--- config.mk ---
export PLATFORM = sky130hd
export DESIGN_NAME = fpe_sequencer
export DESIGN_NICKNAME = d
export VERILOG_FILES = /design/src/hdl/fpe_page_mem.v /design/src/hdl/fpe_sequencer.v
export VERILOG_INCLUDE_DIRS = /design/src /design/src/hdl
export SDC_FILE = /design/constraint.sdc
export NUM_CORES = 2
export LEC_CHECK = 0
export BUFFER_PORTS_ARGS = -buffer_cell sky130_fd_sc_hd__buf_2
export CAP_MARGIN = 30
export CORE_MARGIN = 5
export CORE_UTILIZATION = 57
export CTS_BUF_LIST = sky130_fd_sc_hd__clkbuf_8
export DETAILED_ROUTE_END_ITERATION = 12
export PLACE_DENSITY = 0.73
export SYNTH_ARGS = -nofsm -noshare
export SYNTH_HDL_FRONTEND = slang
export SYNTH_SLANG_ARGS = --single-unit
--- constraint.sdc ---
create_clock -name clk_i -period 5.3 [get_ports clk_i]
set_clock_uncertainty 0.1 [all_clocks]
set_input_delay 0.265 -clock clk_i [delete_from_list [all_inputs] [get_ports clk_i]]
set_output_delay 0.265 -clock clk_i [all_outputs]
set_load 0.02 [all_outputs]
--- src/hdl/fpe_regs.vh ---
// command codes, sizes and timing counts of the program/erase sequencer
`ifndef FPE_REGS_VH
`define FPE_REGS_VH
`define FPE_OP_QUAD_PAGE    8'h32
`define FPE_OP_SECTOR       8'h20
`define FPE_OP_BLK32        8'h52
`define FPE_OP_BLK64        8'hd8
`define FPE_OP_CHIP_A       8'h60
`define FPE_OP_CHIP_B       8'hc7
`define FPE_OP_SLEEP        8'hb9
`define FPE_OP_WAKE         8'hab
`define FPE_OP_RST_EN       8'h66
`define FPE_OP_RST          8'h99
`define FPE_OP_SET_WL       8'h06
`define FPE_PAGE_BYTES      256
`define FPE_CLK_NS          40
`define FPE_PP_NS           600000
`define FPE_SE_NS           50000000
`define FPE_CE_NS           100000000
`define FPE_DP_NS           3000
`define FPE_RES_NS          20000
`define FPE_PP_CYC          (`FPE_PP_NS / `FPE_CLK_NS)
`define FPE_SE_CYC          (`FPE_SE_NS / `FPE_CLK_NS)
`define FPE_CE_CYC          (`FPE_CE_NS / `FPE_CLK_NS)
`define FPE_DP_CYC          ((`FPE_DP_NS + `FPE_CLK_NS - 1) / `FPE_CLK_NS)
`define FPE_RES_CYC         ((`FPE_RES_NS + `FPE_CLK_NS - 1) / `FPE_CLK_NS)
`endif

--- src/hdl/fpe_page_mem.v ---
// page buffer: one page of bytes, registered read
`timescale 1ns/10ps
module fpe_page_mem #(
	parameter AW = 8,
	parameter DW = 8
) (
	// clock
	input  wire          clk_i,
	// write port
	input  wire          we_i,
	input  wire [AW-1:0] waddr_i,
	input  wire [DW-1:0] wdata_i,
	// read port
	input  wire [AW-1:0] raddr_i,
	output reg  [DW-1:0] rdata_o
);
	reg [DW-1:0] mem_r [0:(1<<AW)-1];

	// write and registered read
	always @(posedge clk_i) begin
		if (we_i) begin
			mem_r[waddr_i] <= wdata_i;
		end
		rdata_o <= mem_r[raddr_i];
	end
endmodule

--- src/hdl/fpe_sequencer.v ---
// program/erase/power-down command sequencer of a quad serial flash
// Behaviour
// quad page write 32h: opcode, three address bytes, data on four lines, needs latch
// over 256 data bytes: keep only final 256, same page
// under 256 bytes: program those, other page bytes untouched
// select must rise right after a whole data byte, else abandon
// select rise starts timed program; busy flag one throughout, zero after
// write latch flag cleared before each program or erase cycle ends
// no program into a locked page
// sector clear 20h with three address bytes, needs latch, any address in sector
// host keeps select low from opcode through final byte
// erase executes only if select rises right after third address byte
// select rise starts timed erase; busy flag one until done
// no sector clear of a locked sector
// 32KB block clear 52h, three address bytes, needs latch
// 64KB block clear d8h, three address bytes, needs latch
// no block clear of a locked block
// full clear 60h or c7h, no address, needs latch, select rise after opcode
// full clear ignored when any sector locked
// full clear runs when lock bits 2..0 set and complement bit set
// sleep entry b9h; sleep begins after entry delay following select rise
// in sleep only wake or reset pair accepted; they end sleep
// sleep entry rejected during running cycle; cycle unaffected
// select rise idle means standby; power-up starts in standby
// wake abh; commands refused for release time afterwards
// program or erase with latch clear silently discarded
`timescale 1ns/10ps
`include "fpe_regs.vh"
module fpe_sequencer #(
	parameter PP_CYC  = `FPE_PP_CYC,
	parameter SE_CYC  = `FPE_SE_CYC,
	parameter BE_CYC  = `FPE_SE_CYC,
	parameter CE_CYC  = `FPE_CE_CYC,
	parameter DP_CYC  = `FPE_DP_CYC,
	parameter RES_CYC = `FPE_RES_CYC
) (
	// clock and reset
	input  wire        clk_i,
	input  wire        rst_i,
	// serial link pins
	input  wire        cs_n_i,
	input  wire        sclk_i,
	input  wire        io_line0_i,
	input  wire        io_line1_i,
	input  wire        io_line2_i,
	input  wire        io_line3_i,
	// protection configuration
	input  wire        region_lock_bit4_i,
	input  wire        region_lock_bit3_i,
	input  wire        region_lock_bit2_i,
	input  wire        region_lock_bit1_i,
	input  wire        region_lock_bit0_i,
	input  wire        protect_complement_bit_i,
	// status
	output reg         write_latch_flag_o,
	output reg         op_in_progress_flag_o,
	output reg         sleep_o,
	// array write strobes
	output reg         prog_we_o,
	output reg  [23:0] prog_addr_o,
	output reg  [7:0]  prog_data_o,
	output reg         erase_o,
	output reg  [1:0]  erase_kind_o,
	output reg  [23:0] erase_addr_o
);
	// states, one-hot
	localparam S_IDLE  = 5'b00001;
	localparam S_PROG  = 5'b00010;
	localparam S_ERASE = 5'b00100;
	localparam S_DPENT = 5'b01000;
	localparam S_WAKE  = 5'b10000;

	// erase kinds
	localparam EK_SECT = 2'd0;
	localparam EK_B32  = 2'd1;
	localparam EK_B64  = 2'd2;
	localparam EK_CHIP = 2'd3;

	reg [4:0]  state_r;
	reg [31:0] tmr_r;
	reg [2:0]  cs_s_r, ck_s_r;
	reg [3:0]  io_a_r, io_b_r;
	reg        quad_r;
	reg [11:0] bits_r;
	reg [7:0]  shift_r;
	reg [7:0]  op_r;
	reg [23:0] addr_r;
	reg [8:0]  ndata_r;
	reg [7:0]  wptr_r;
	reg [255:0] mark_r;
	reg        rst_en_r;
	reg [8:0]  cpy_r;
	reg        copying_r;
	wire [7:0] rd_data;

	wire cs_low  = ~cs_s_r[1];
	wire cs_rise = cs_s_r[1] & ~cs_s_r[2];
	wire ck_rise = ck_s_r[1] & ~ck_s_r[2];
	wire [4:0] lock = {region_lock_bit4_i, region_lock_bit3_i, region_lock_bit2_i,
		region_lock_bit1_i, region_lock_bit0_i};
	// buffer write on each completed data byte of a latched quad page write
	wire buf_we = state_r == S_IDLE && cs_low && ck_rise && quad_r && bits_r >= 12'd15
		&& bits_r[0] == 1'b1 && write_latch_flag_o;

	// locked test: lock bits pick the top 2^(n) 64KB blocks or 4KB sectors, or with bit4 all but those
	function locked;
		input [23:0] a;
		input [4:0]  bp;
		input        cmp;
		reg   [2:0]  n;
		reg          hit;
		begin
			n = bp[2:0];
			if (n == 3'd0) begin
				hit = 1'b0;
			end else if (n == 3'd7) begin
				hit = 1'b1;
			end else begin
				// partial region: 64KB blocks, or 4KB sectors when bit3 is set
				if (bp[3]) begin
					hit = (a[23:12] >= (12'h000 - (12'h001 << n)));
				end else begin
					hit = (a[23:16] >= (8'h00 - (8'h01 << n)));
				end
				// bit4 locks everything outside the top partial region instead
				if (bp[4]) begin
					hit = ~hit;
				end
			end
			locked = cmp ? ~hit : hit;
		end
	endfunction

	// any region locked at all
	function any_locked;
		input [4:0] bp;
		input       cmp;
		begin
			any_locked = ~(cmp & (bp[2:0] == 3'b111)) & ~(~cmp & (bp[2:0] == 3'b000));
		end
	endfunction

	fpe_page_mem #(.AW(8), .DW(8)) u_page (
		.clk_i   (clk_i),
		.we_i    (buf_we),
		.waddr_i (wptr_r),
		.wdata_i ({shift_r[3:0], io_b_r}),
		.raddr_i (cpy_r[7:0]),
		.rdata_o (rd_data)
	);

	// two-flop synchronisers plus one edge stage
	always @(posedge clk_i) begin
		if (rst_i) begin
			cs_s_r <= 3'b111;
			ck_s_r <= 3'b000;
			io_a_r <= 4'h0;
			io_b_r <= 4'h0;
		end else begin
			cs_s_r <= {cs_s_r[1:0], cs_n_i};
			ck_s_r <= {ck_s_r[1:0], sclk_i};
			io_a_r <= {io_line3_i, io_line2_i, io_line1_i, io_line0_i};
			io_b_r <= io_a_r;
		end
	end

	// command shifter: opcode single line, address and data quad for quad page
	always @(posedge clk_i) begin
		if (rst_i) begin
			bits_r  <= 12'd0;
			shift_r <= 8'h00;
			op_r    <= 8'h00;
			addr_r  <= 24'h000000;
			ndata_r <= 9'd0;
			wptr_r  <= 8'h00;
			mark_r  <= 256'd0;
			quad_r  <= 1'b0;
		end else if (!cs_low) begin
			bits_r <= 12'd0;
			quad_r <= 1'b0;
		end else if (ck_rise) begin
			if (bits_r != 12'hfff) begin
				bits_r <= bits_r + 12'd1;
			end
			if (!quad_r) begin
				shift_r <= {shift_r[6:0], io_b_r[0]};
				if (bits_r == 12'd7) begin
					op_r    <= {shift_r[6:0], io_b_r[0]};
					quad_r  <= ({shift_r[6:0], io_b_r[0]} == `FPE_OP_QUAD_PAGE);
					ndata_r <= 9'd0;
					mark_r  <= 256'd0;
				end else if (bits_r >= 12'd8 && bits_r <= 12'd31 && bits_r[2:0] == 3'd7) begin
					addr_r <= {addr_r[15:0], shift_r[6:0], io_b_r[0]};
				end
			end else begin
				shift_r <= {shift_r[3:0], io_b_r};
				if (bits_r >= 12'd8 && bits_r <= 12'd13 && bits_r[0] == 1'b1) begin
					// address bytes as nibble pairs, high nibble first
					addr_r <= {addr_r[15:0], shift_r[3:0], io_b_r};
					if (bits_r == 12'd13) begin
						// low address byte seeds the buffer pointer
						wptr_r <= {shift_r[3:0], io_b_r};
					end
				end else if (bits_r >= 12'd15 && bits_r[0] == 1'b1) begin
					// page wraps; later bytes overwrite earlier ones
					wptr_r  <= wptr_r + 8'd1;
					mark_r[wptr_r] <= 1'b1;
					if (ndata_r != 9'd256) begin
						ndata_r <= ndata_r + 9'd1;
					end
				end
			end
		end
	end

	// self-timed cycles, latch flag, sleep control
	always @(posedge clk_i) begin
		if (rst_i) begin
			state_r               <= S_IDLE;
			tmr_r                 <= 32'd0;
			write_latch_flag_o    <= 1'b0;
			op_in_progress_flag_o <= 1'b0;
			sleep_o               <= 1'b0;
			rst_en_r              <= 1'b0;
			erase_o               <= 1'b0;
			erase_kind_o          <= EK_SECT;
			erase_addr_o          <= 24'h000000;
			copying_r             <= 1'b0;
			cpy_r                 <= 9'd0;
		end else begin
			// erase strobe lasts one cycle
			erase_o <= 1'b0;
			case (state_r)
			S_IDLE: begin
				if (cs_rise && sleep_o) begin
					// only wake or reset pair are heard in sleep
					if (bits_r == 12'd8 && op_r == `FPE_OP_WAKE) begin
						state_r <= S_WAKE;
						tmr_r   <= RES_CYC;
					end else if (bits_r == 12'd8 && op_r == `FPE_OP_RST_EN) begin
						rst_en_r <= 1'b1;
					end else if (bits_r == 12'd8 && op_r == `FPE_OP_RST && rst_en_r) begin
						sleep_o            <= 1'b0;
						rst_en_r           <= 1'b0;
						write_latch_flag_o <= 1'b0;
					end else begin
						rst_en_r <= 1'b0;
					end
				end else if (cs_rise) begin
					// reset-enable arms only the next frame
					rst_en_r <= (bits_r == 12'd8 && op_r == `FPE_OP_RST_EN);
					if (bits_r == 12'd8 && op_r == `FPE_OP_SET_WL) begin
						write_latch_flag_o <= 1'b1;
					end else if (bits_r == 12'd8 && op_r == `FPE_OP_SLEEP) begin
						state_r <= S_DPENT;
						tmr_r   <= DP_CYC;
					end else if (!write_latch_flag_o) begin
						state_r <= S_IDLE;
					end else if (op_r == `FPE_OP_QUAD_PAGE && bits_r >= 12'd16 && bits_r[0] == 1'b0
						&& ndata_r != 9'd0) begin
						if (!locked(addr_r, lock, protect_complement_bit_i)) begin
							state_r               <= S_PROG;
							op_in_progress_flag_o <= 1'b1;
							tmr_r                 <= PP_CYC;
							copying_r             <= 1'b1;
							cpy_r                 <= 9'd0;
						end
					end else if (bits_r == 12'd32 && (op_r == `FPE_OP_SECTOR || op_r == `FPE_OP_BLK32
						|| op_r == `FPE_OP_BLK64)) begin
						if (!locked(addr_r, lock, protect_complement_bit_i)) begin
							state_r               <= S_ERASE;
							op_in_progress_flag_o <= 1'b1;
							erase_kind_o          <= (op_r == `FPE_OP_SECTOR) ? EK_SECT :
								(op_r == `FPE_OP_BLK32) ? EK_B32 : EK_B64;
							erase_addr_o          <= addr_r;
							tmr_r                 <= (op_r == `FPE_OP_SECTOR) ? SE_CYC : BE_CYC;
						end
					end else if (bits_r == 12'd8 && (op_r == `FPE_OP_CHIP_A || op_r == `FPE_OP_CHIP_B)) begin
						if (!any_locked(lock, protect_complement_bit_i)) begin
							state_r               <= S_ERASE;
							op_in_progress_flag_o <= 1'b1;
							erase_kind_o          <= EK_CHIP;
							erase_addr_o          <= 24'h000000;
							tmr_r                 <= CE_CYC;
						end
					end
				end
			end
			S_PROG, S_ERASE: begin
				// sleep entry arriving now is simply not decoded
				if (tmr_r == 32'd1) begin
					state_r               <= S_IDLE;
					op_in_progress_flag_o <= 1'b0;
					write_latch_flag_o    <= 1'b0;
					erase_o               <= (state_r == S_ERASE);
				end else begin
					tmr_r <= tmr_r - 32'd1;
				end
				// buffer copy to the array runs alongside the timer
				if (copying_r) begin
					cpy_r <= cpy_r + 9'd1;
					if (cpy_r == 9'd256) begin
						copying_r <= 1'b0;
					end
				end
			end
			S_DPENT: begin
				if (tmr_r == 32'd1) begin
					state_r <= S_IDLE;
					sleep_o <= 1'b1;
				end else begin
					tmr_r <= tmr_r - 32'd1;
				end
			end
			S_WAKE: begin
				sleep_o <= 1'b0;
				if (tmr_r == 32'd1) begin
					state_r <= S_IDLE;
				end else begin
					tmr_r <= tmr_r - 32'd1;
				end
			end
			default: begin
				state_r <= S_IDLE;
			end
			endcase
		end
	end

	// program strobes: only marked bytes are written to the array
	always @(posedge clk_i) begin
		if (rst_i) begin
			prog_we_o   <= 1'b0;
			prog_addr_o <= 24'h000000;
			prog_data_o <= 8'h00;
		end else begin
			// buffer read data lag the copy pointer by one cycle
			prog_we_o   <= copying_r && cpy_r != 9'd0 && mark_r[cpy_r[7:0] - 8'd1];
			prog_addr_o <= {addr_r[23:8], cpy_r[7:0] - 8'd1};
			prog_data_o <= rd_data;
		end
	end
endmodule

==> results.py <==
metrics = {
    "run_status": {
        "status": "completed",
    },
    "detailed_routing": {
        "num_vias": 52600,
        "viasPerCell": 6.36,
        "firstDrtPassIters": 6,
        "drc": 0,
        "totalWireLength_um": 233000,
        "antenna_left": 0,
        "drt_iter0_markers": 6192,
        "wl_per_cell_um": 28.1,
    },
    "global_route": {
        "grt_max_degree": 209,
        "grt.overflow.total": 0,
        "grtUsageTotal": 0.258,
        "grt_pass1_vias": 52800,
        "antenna_found_initial": 9,
        "grt_pass1_wl_um": 347000,
    },
    "floorplan": {
        "die_x_um": 426,
        "initial_utilization": 0.574,
        "dieHeight_um": 426,
        "ios": 77,
        "core_um2": 172000,
        "rows": 152,
        "dieArea_um2": 181000,
    },
    "timing": {
        "tightest_slew_ps": 1430,
        "max_freq_mhz": 239,
        "slew_violations": 0,
        "final.setup.tns_ps": 0,
        "layout_setup_ws_ps": 1120,
        "relSlewSlack": 0.0437,
        "setup_violations": 0,
        "final.period_utilization": 0.788,
        "rsz0062_at_grt": "false",
        "fin_crit_ps": 4180,
        "hold_viol_final": 0,
    },
    "synth": {
        "synth.distinct_cells": 86,
        "synth-edff-count": 2048,
        "ys_ff_latch": 2506,
        "synth_area_um2": 98600,
        "syn_inst": 5414,
        "synthArstFlopShare": 0,
        "yosysWarningCount": 0,
        "synth.avg_cell_area_um2": 18.2,
        "seq_area_frac_synth": 0.717,
        "synthFlopType": "edfxtp_1",
    },
    "finish": {
        "drive_gt1_frac": 0.257,
        "instances_no_fill": 8269,
        "nNetsFinal": 5708,
        "design_area_um2": 109000,
        "syn_to_final_growth_pct": 10.6,
        "final_util": 0.634,
    },
    "cts": {
        "cts_max_level": 5,
        "clkTransAtPathRegs_ps": 60,
        "cts_repair_resize_count": 0,
        "clockRootBuffer": "clkbuf_8",
        "cts_made_buffers": 399,
        "cts_tree": "done",
        "clkSinkCount": 2506,
        "clock_latency_ps": 1080,
        "clock_path_buffers": 4,
    },
    "worst_hold_path": {
        "holdPathStages": 3,
        "holdCritPathClass": "input pin to register",
    },
    "setup_path": {
        "r2r_cells": 7,
        "slowest_delay_ps": 890,
        "slowest_stage": "a21oi_1",
        "critical_path_class": "register to register",
        "crit_path_start_kind": "register",
        "cp.arrival_ps": 4990,
        "path_cells": "or4_4 > or4_1 > a211oi_2 > nand4_1 > a21oi_1 > o21ai_0 > a221oi_1",
        "crit_path_end_kind": "register",
        "crit_fanout": 15,
        "cp.required_ps": 6120,
    },
    "place": {
        "post_dp_cell_area_um2": 102000,
        "gp_congestion": 0.834,
        "pre_cts_slack_ps": 440,
        "place_hpwl_um": 135000,
        "port_buffers": 76,
        "dp_cells": 7548,
    },
    "job": {
        "max_cap_violations": 0,
    },
    "power_and_ir_drop": {
        "ir_worst_vdd_v": 0.000284,
        "leakage_nw": 34.3,
        "power_density_nw_per_um2": 332,
    },
}
-- cell usage in the layout, fill, tap and decap left out, types with 15 or more instances in the layout --
| master | count |
|---|---|
| edfxtp_1 | 2048 |
| mux4_2 | 762 |
| nor2_1 | 645 |
| dfxtp_1 | 444 |
| clkbuf_8 | 421 |
| a21oi_1 | 369 |
| inv_1 | 171 |
| nand2_1 | 135 |
| buf_4 | 80 |
| clkinv_1 | 75 |
| buf_2 | 75 |
| nand3_1 | 54 |
| clkinv_2 | 53 |
| nor2b_1 | 43 |
| o21ai_0 | 39 |
| nor3_1 | 36 |
| ha_1 | 32 |
| buf_12 | 30 |
| o211ai_1 | 28 |
| mux2i_1 | 26 |
| and2_1 | 24 |
| a31oi_1 | 23 |
| a211oi_1 | 18 |
| nand2_2 | 17 |
| or3_1 | 16 |
| nor2_2 | 16 |
| dlygate4sd3_1 | 16 |
| and3_1 | 15 |
| nor4_1 | 15 |
| xnor2_1 | 15 |
-- per-stage QoR --
step | power (mW) | hold slack [ps]
final | 36.2 | 152
after global routing | 37.5 | 112
after floorplan | 21.7 | 269
after global placement | 21.8 | 321
after detailed placement | 21.8 | 325
after CTS | 36.5 | 35.5
-- cells in the mapped netlist (4+ instances only) --
| master | number | area share |
|---|---|---|
| o31ai_1 | 6 | 0.00046 |
| buf_6 | 4 | 0.00046 |
| xnor2_1 | 16 | 0.0014 |
| a211oi_1 | 19 | 0.0014 |
| or4_1 | 6 | 0.00046 |
| or3_1 | 16 | 0.0010 |
| clkbuf_1 | 223 | 0.0085 |
| nand2b_1 | 10 | 0.00063 |
| nor2b_1 | 43 | 0.0027 |
| nor3b_1 | 5 | 0.00038 |
| nand4_1 | 13 | 0.00082 |
| buf_2 | 109 | 0.0055 |
| nor4b_1 | 6 | 0.00053 |
| a221oi_1 | 4 | 0.00036 |
| and3_1 | 15 | 0.00095 |
| nor2_2 | 15 | 0.00095 |
| a21oi_1 | 369 | 0.019 |
| and2_1 | 24 | 0.0015 |
| nor2_1 | 646 | 0.025 |
| xor2_1 | 7 | 0.00062 |
| inv_1 | 44 | 0.0017 |
| buf_1 | 26 | 0.00099 |
| or2_2 | 7 | 0.00044 |
| a31oi_1 | 23 | 0.0015 |
| o32ai_2 | 7 | 0.0012 |
| buf_4 | 5 | 0.00038 |
| o21a_1 | 4 | 0.00030 |
| a21o_1 | 8 | 0.00061 |
| a22oi_1 | 5 | 0.00038 |
| nor4_1 | 15 | 0.00095 |
| nand2_1 | 152 | 0.0058 |
| mux2i_1 | 26 | 0.0026 |
| o211ai_1 | 28 | 0.0021 |
| nor3_1 | 37 | 0.0019 |
| nand3b_1 | 7 | 0.00053 |
| nand3_1 | 54 | 0.0027 |
| o32ai_1 | 6 | 0.00053 |
| dfxtp_1 | 458 | 0.093 |
| o21ai_0 | 41 | 0.0021 |
| ha_1 | 33 | 0.0042 |
| edfxtp_1 | 2048 | 0.62 |
| mux4_2 | 762 | 0.17 |
-- state kept, by name, summed over array words and instances (netlist names), 12 cells and up --
signal	count
mark_r	256
prog_addr_o	24
tmr_r	32
addr_r	24
erase_addr_o	24
bits_r	12
u_page.mem_r	2048
-- path summary, 6_finish.rpt --
kind                             startpoint                   endpoint  slack, ps
setup reg to reg    bits_r[11]$_SDFFE_PP0P_     wptr_r[0]$_SDFFE_PP0P_       1120
hold / removal                        rst_i  prog_addr_o[1]$_SDFF_PP0_        150
setup / recovery    bits_r[11]$_SDFFE_PP0P_     wptr_r[0]$_SDFFE_PP0P_       1120
hold reg to reg   u_page.rdata_o[1]$_DFF_P_  prog_data_o[1]$_SDFF_PP0_        340
-- final cells by class --
cell class / instances / area (um^2)
sequential: 2506 / 70700
tap: 2310 / 2890
clock buffer: 421 / 5790
antenna: 7 / 17.5
clock inverter: 271 / 1240
inverter: 45 / 169
fill: 11800 / 62800
multi-input combinational: 2499 / 26300
timing repair buffer: 210 / 1940
-- power breakdown --
| part | switching (mW) | total (mW) | internal, mW |
|---|---|---|---|
| combinational | 0.220 | 0.276 | 0.0556 |
| clock | 7.31 | 14.8 | 7.50 |
| sequential | 0.0273 | 21.2 | 21.1 |
-- cell families after synthesis --
group                      synth area share
DFF                                   0.717
and+or+nand+nor                      0.0490
muxes                                 0.177
AOI/OAI and AO/OA                    0.0335
buffers and inverters                0.0176
adders and majority gates           0.00429
xor gates and xnor gates            0.00204
other                             0.0000380
-- critical path, delay by kind of cell, from the launching register on --
kind	cells	cell delay, ps
AND/OR/NAND/NOR	3	1440
AO/OA/AOI/OAI	4	2190
flip-flops	1	340
-- per-layer routing --
metal / share of wire / wire [um] / vias up / track usage
li1: - / - / 22100 / -
met1: 0.40 / 92000 / 27400 / 0.363
met2: 0.49 / 114000 / 2612 / 0.413
met3: 0.086 / 20000 / 429 / 0.0543
met4: 0.029 / 6840 / 4 / 0.0839
met5: 0.00015 / 34 / - / 0
-- what timing repair did --
action	4_1_cts	5_1_grt
hold endpoints to repair	78	0
buffers inserted	0	0
hold buffers	16	0
(Power assumes the default switching activity.)
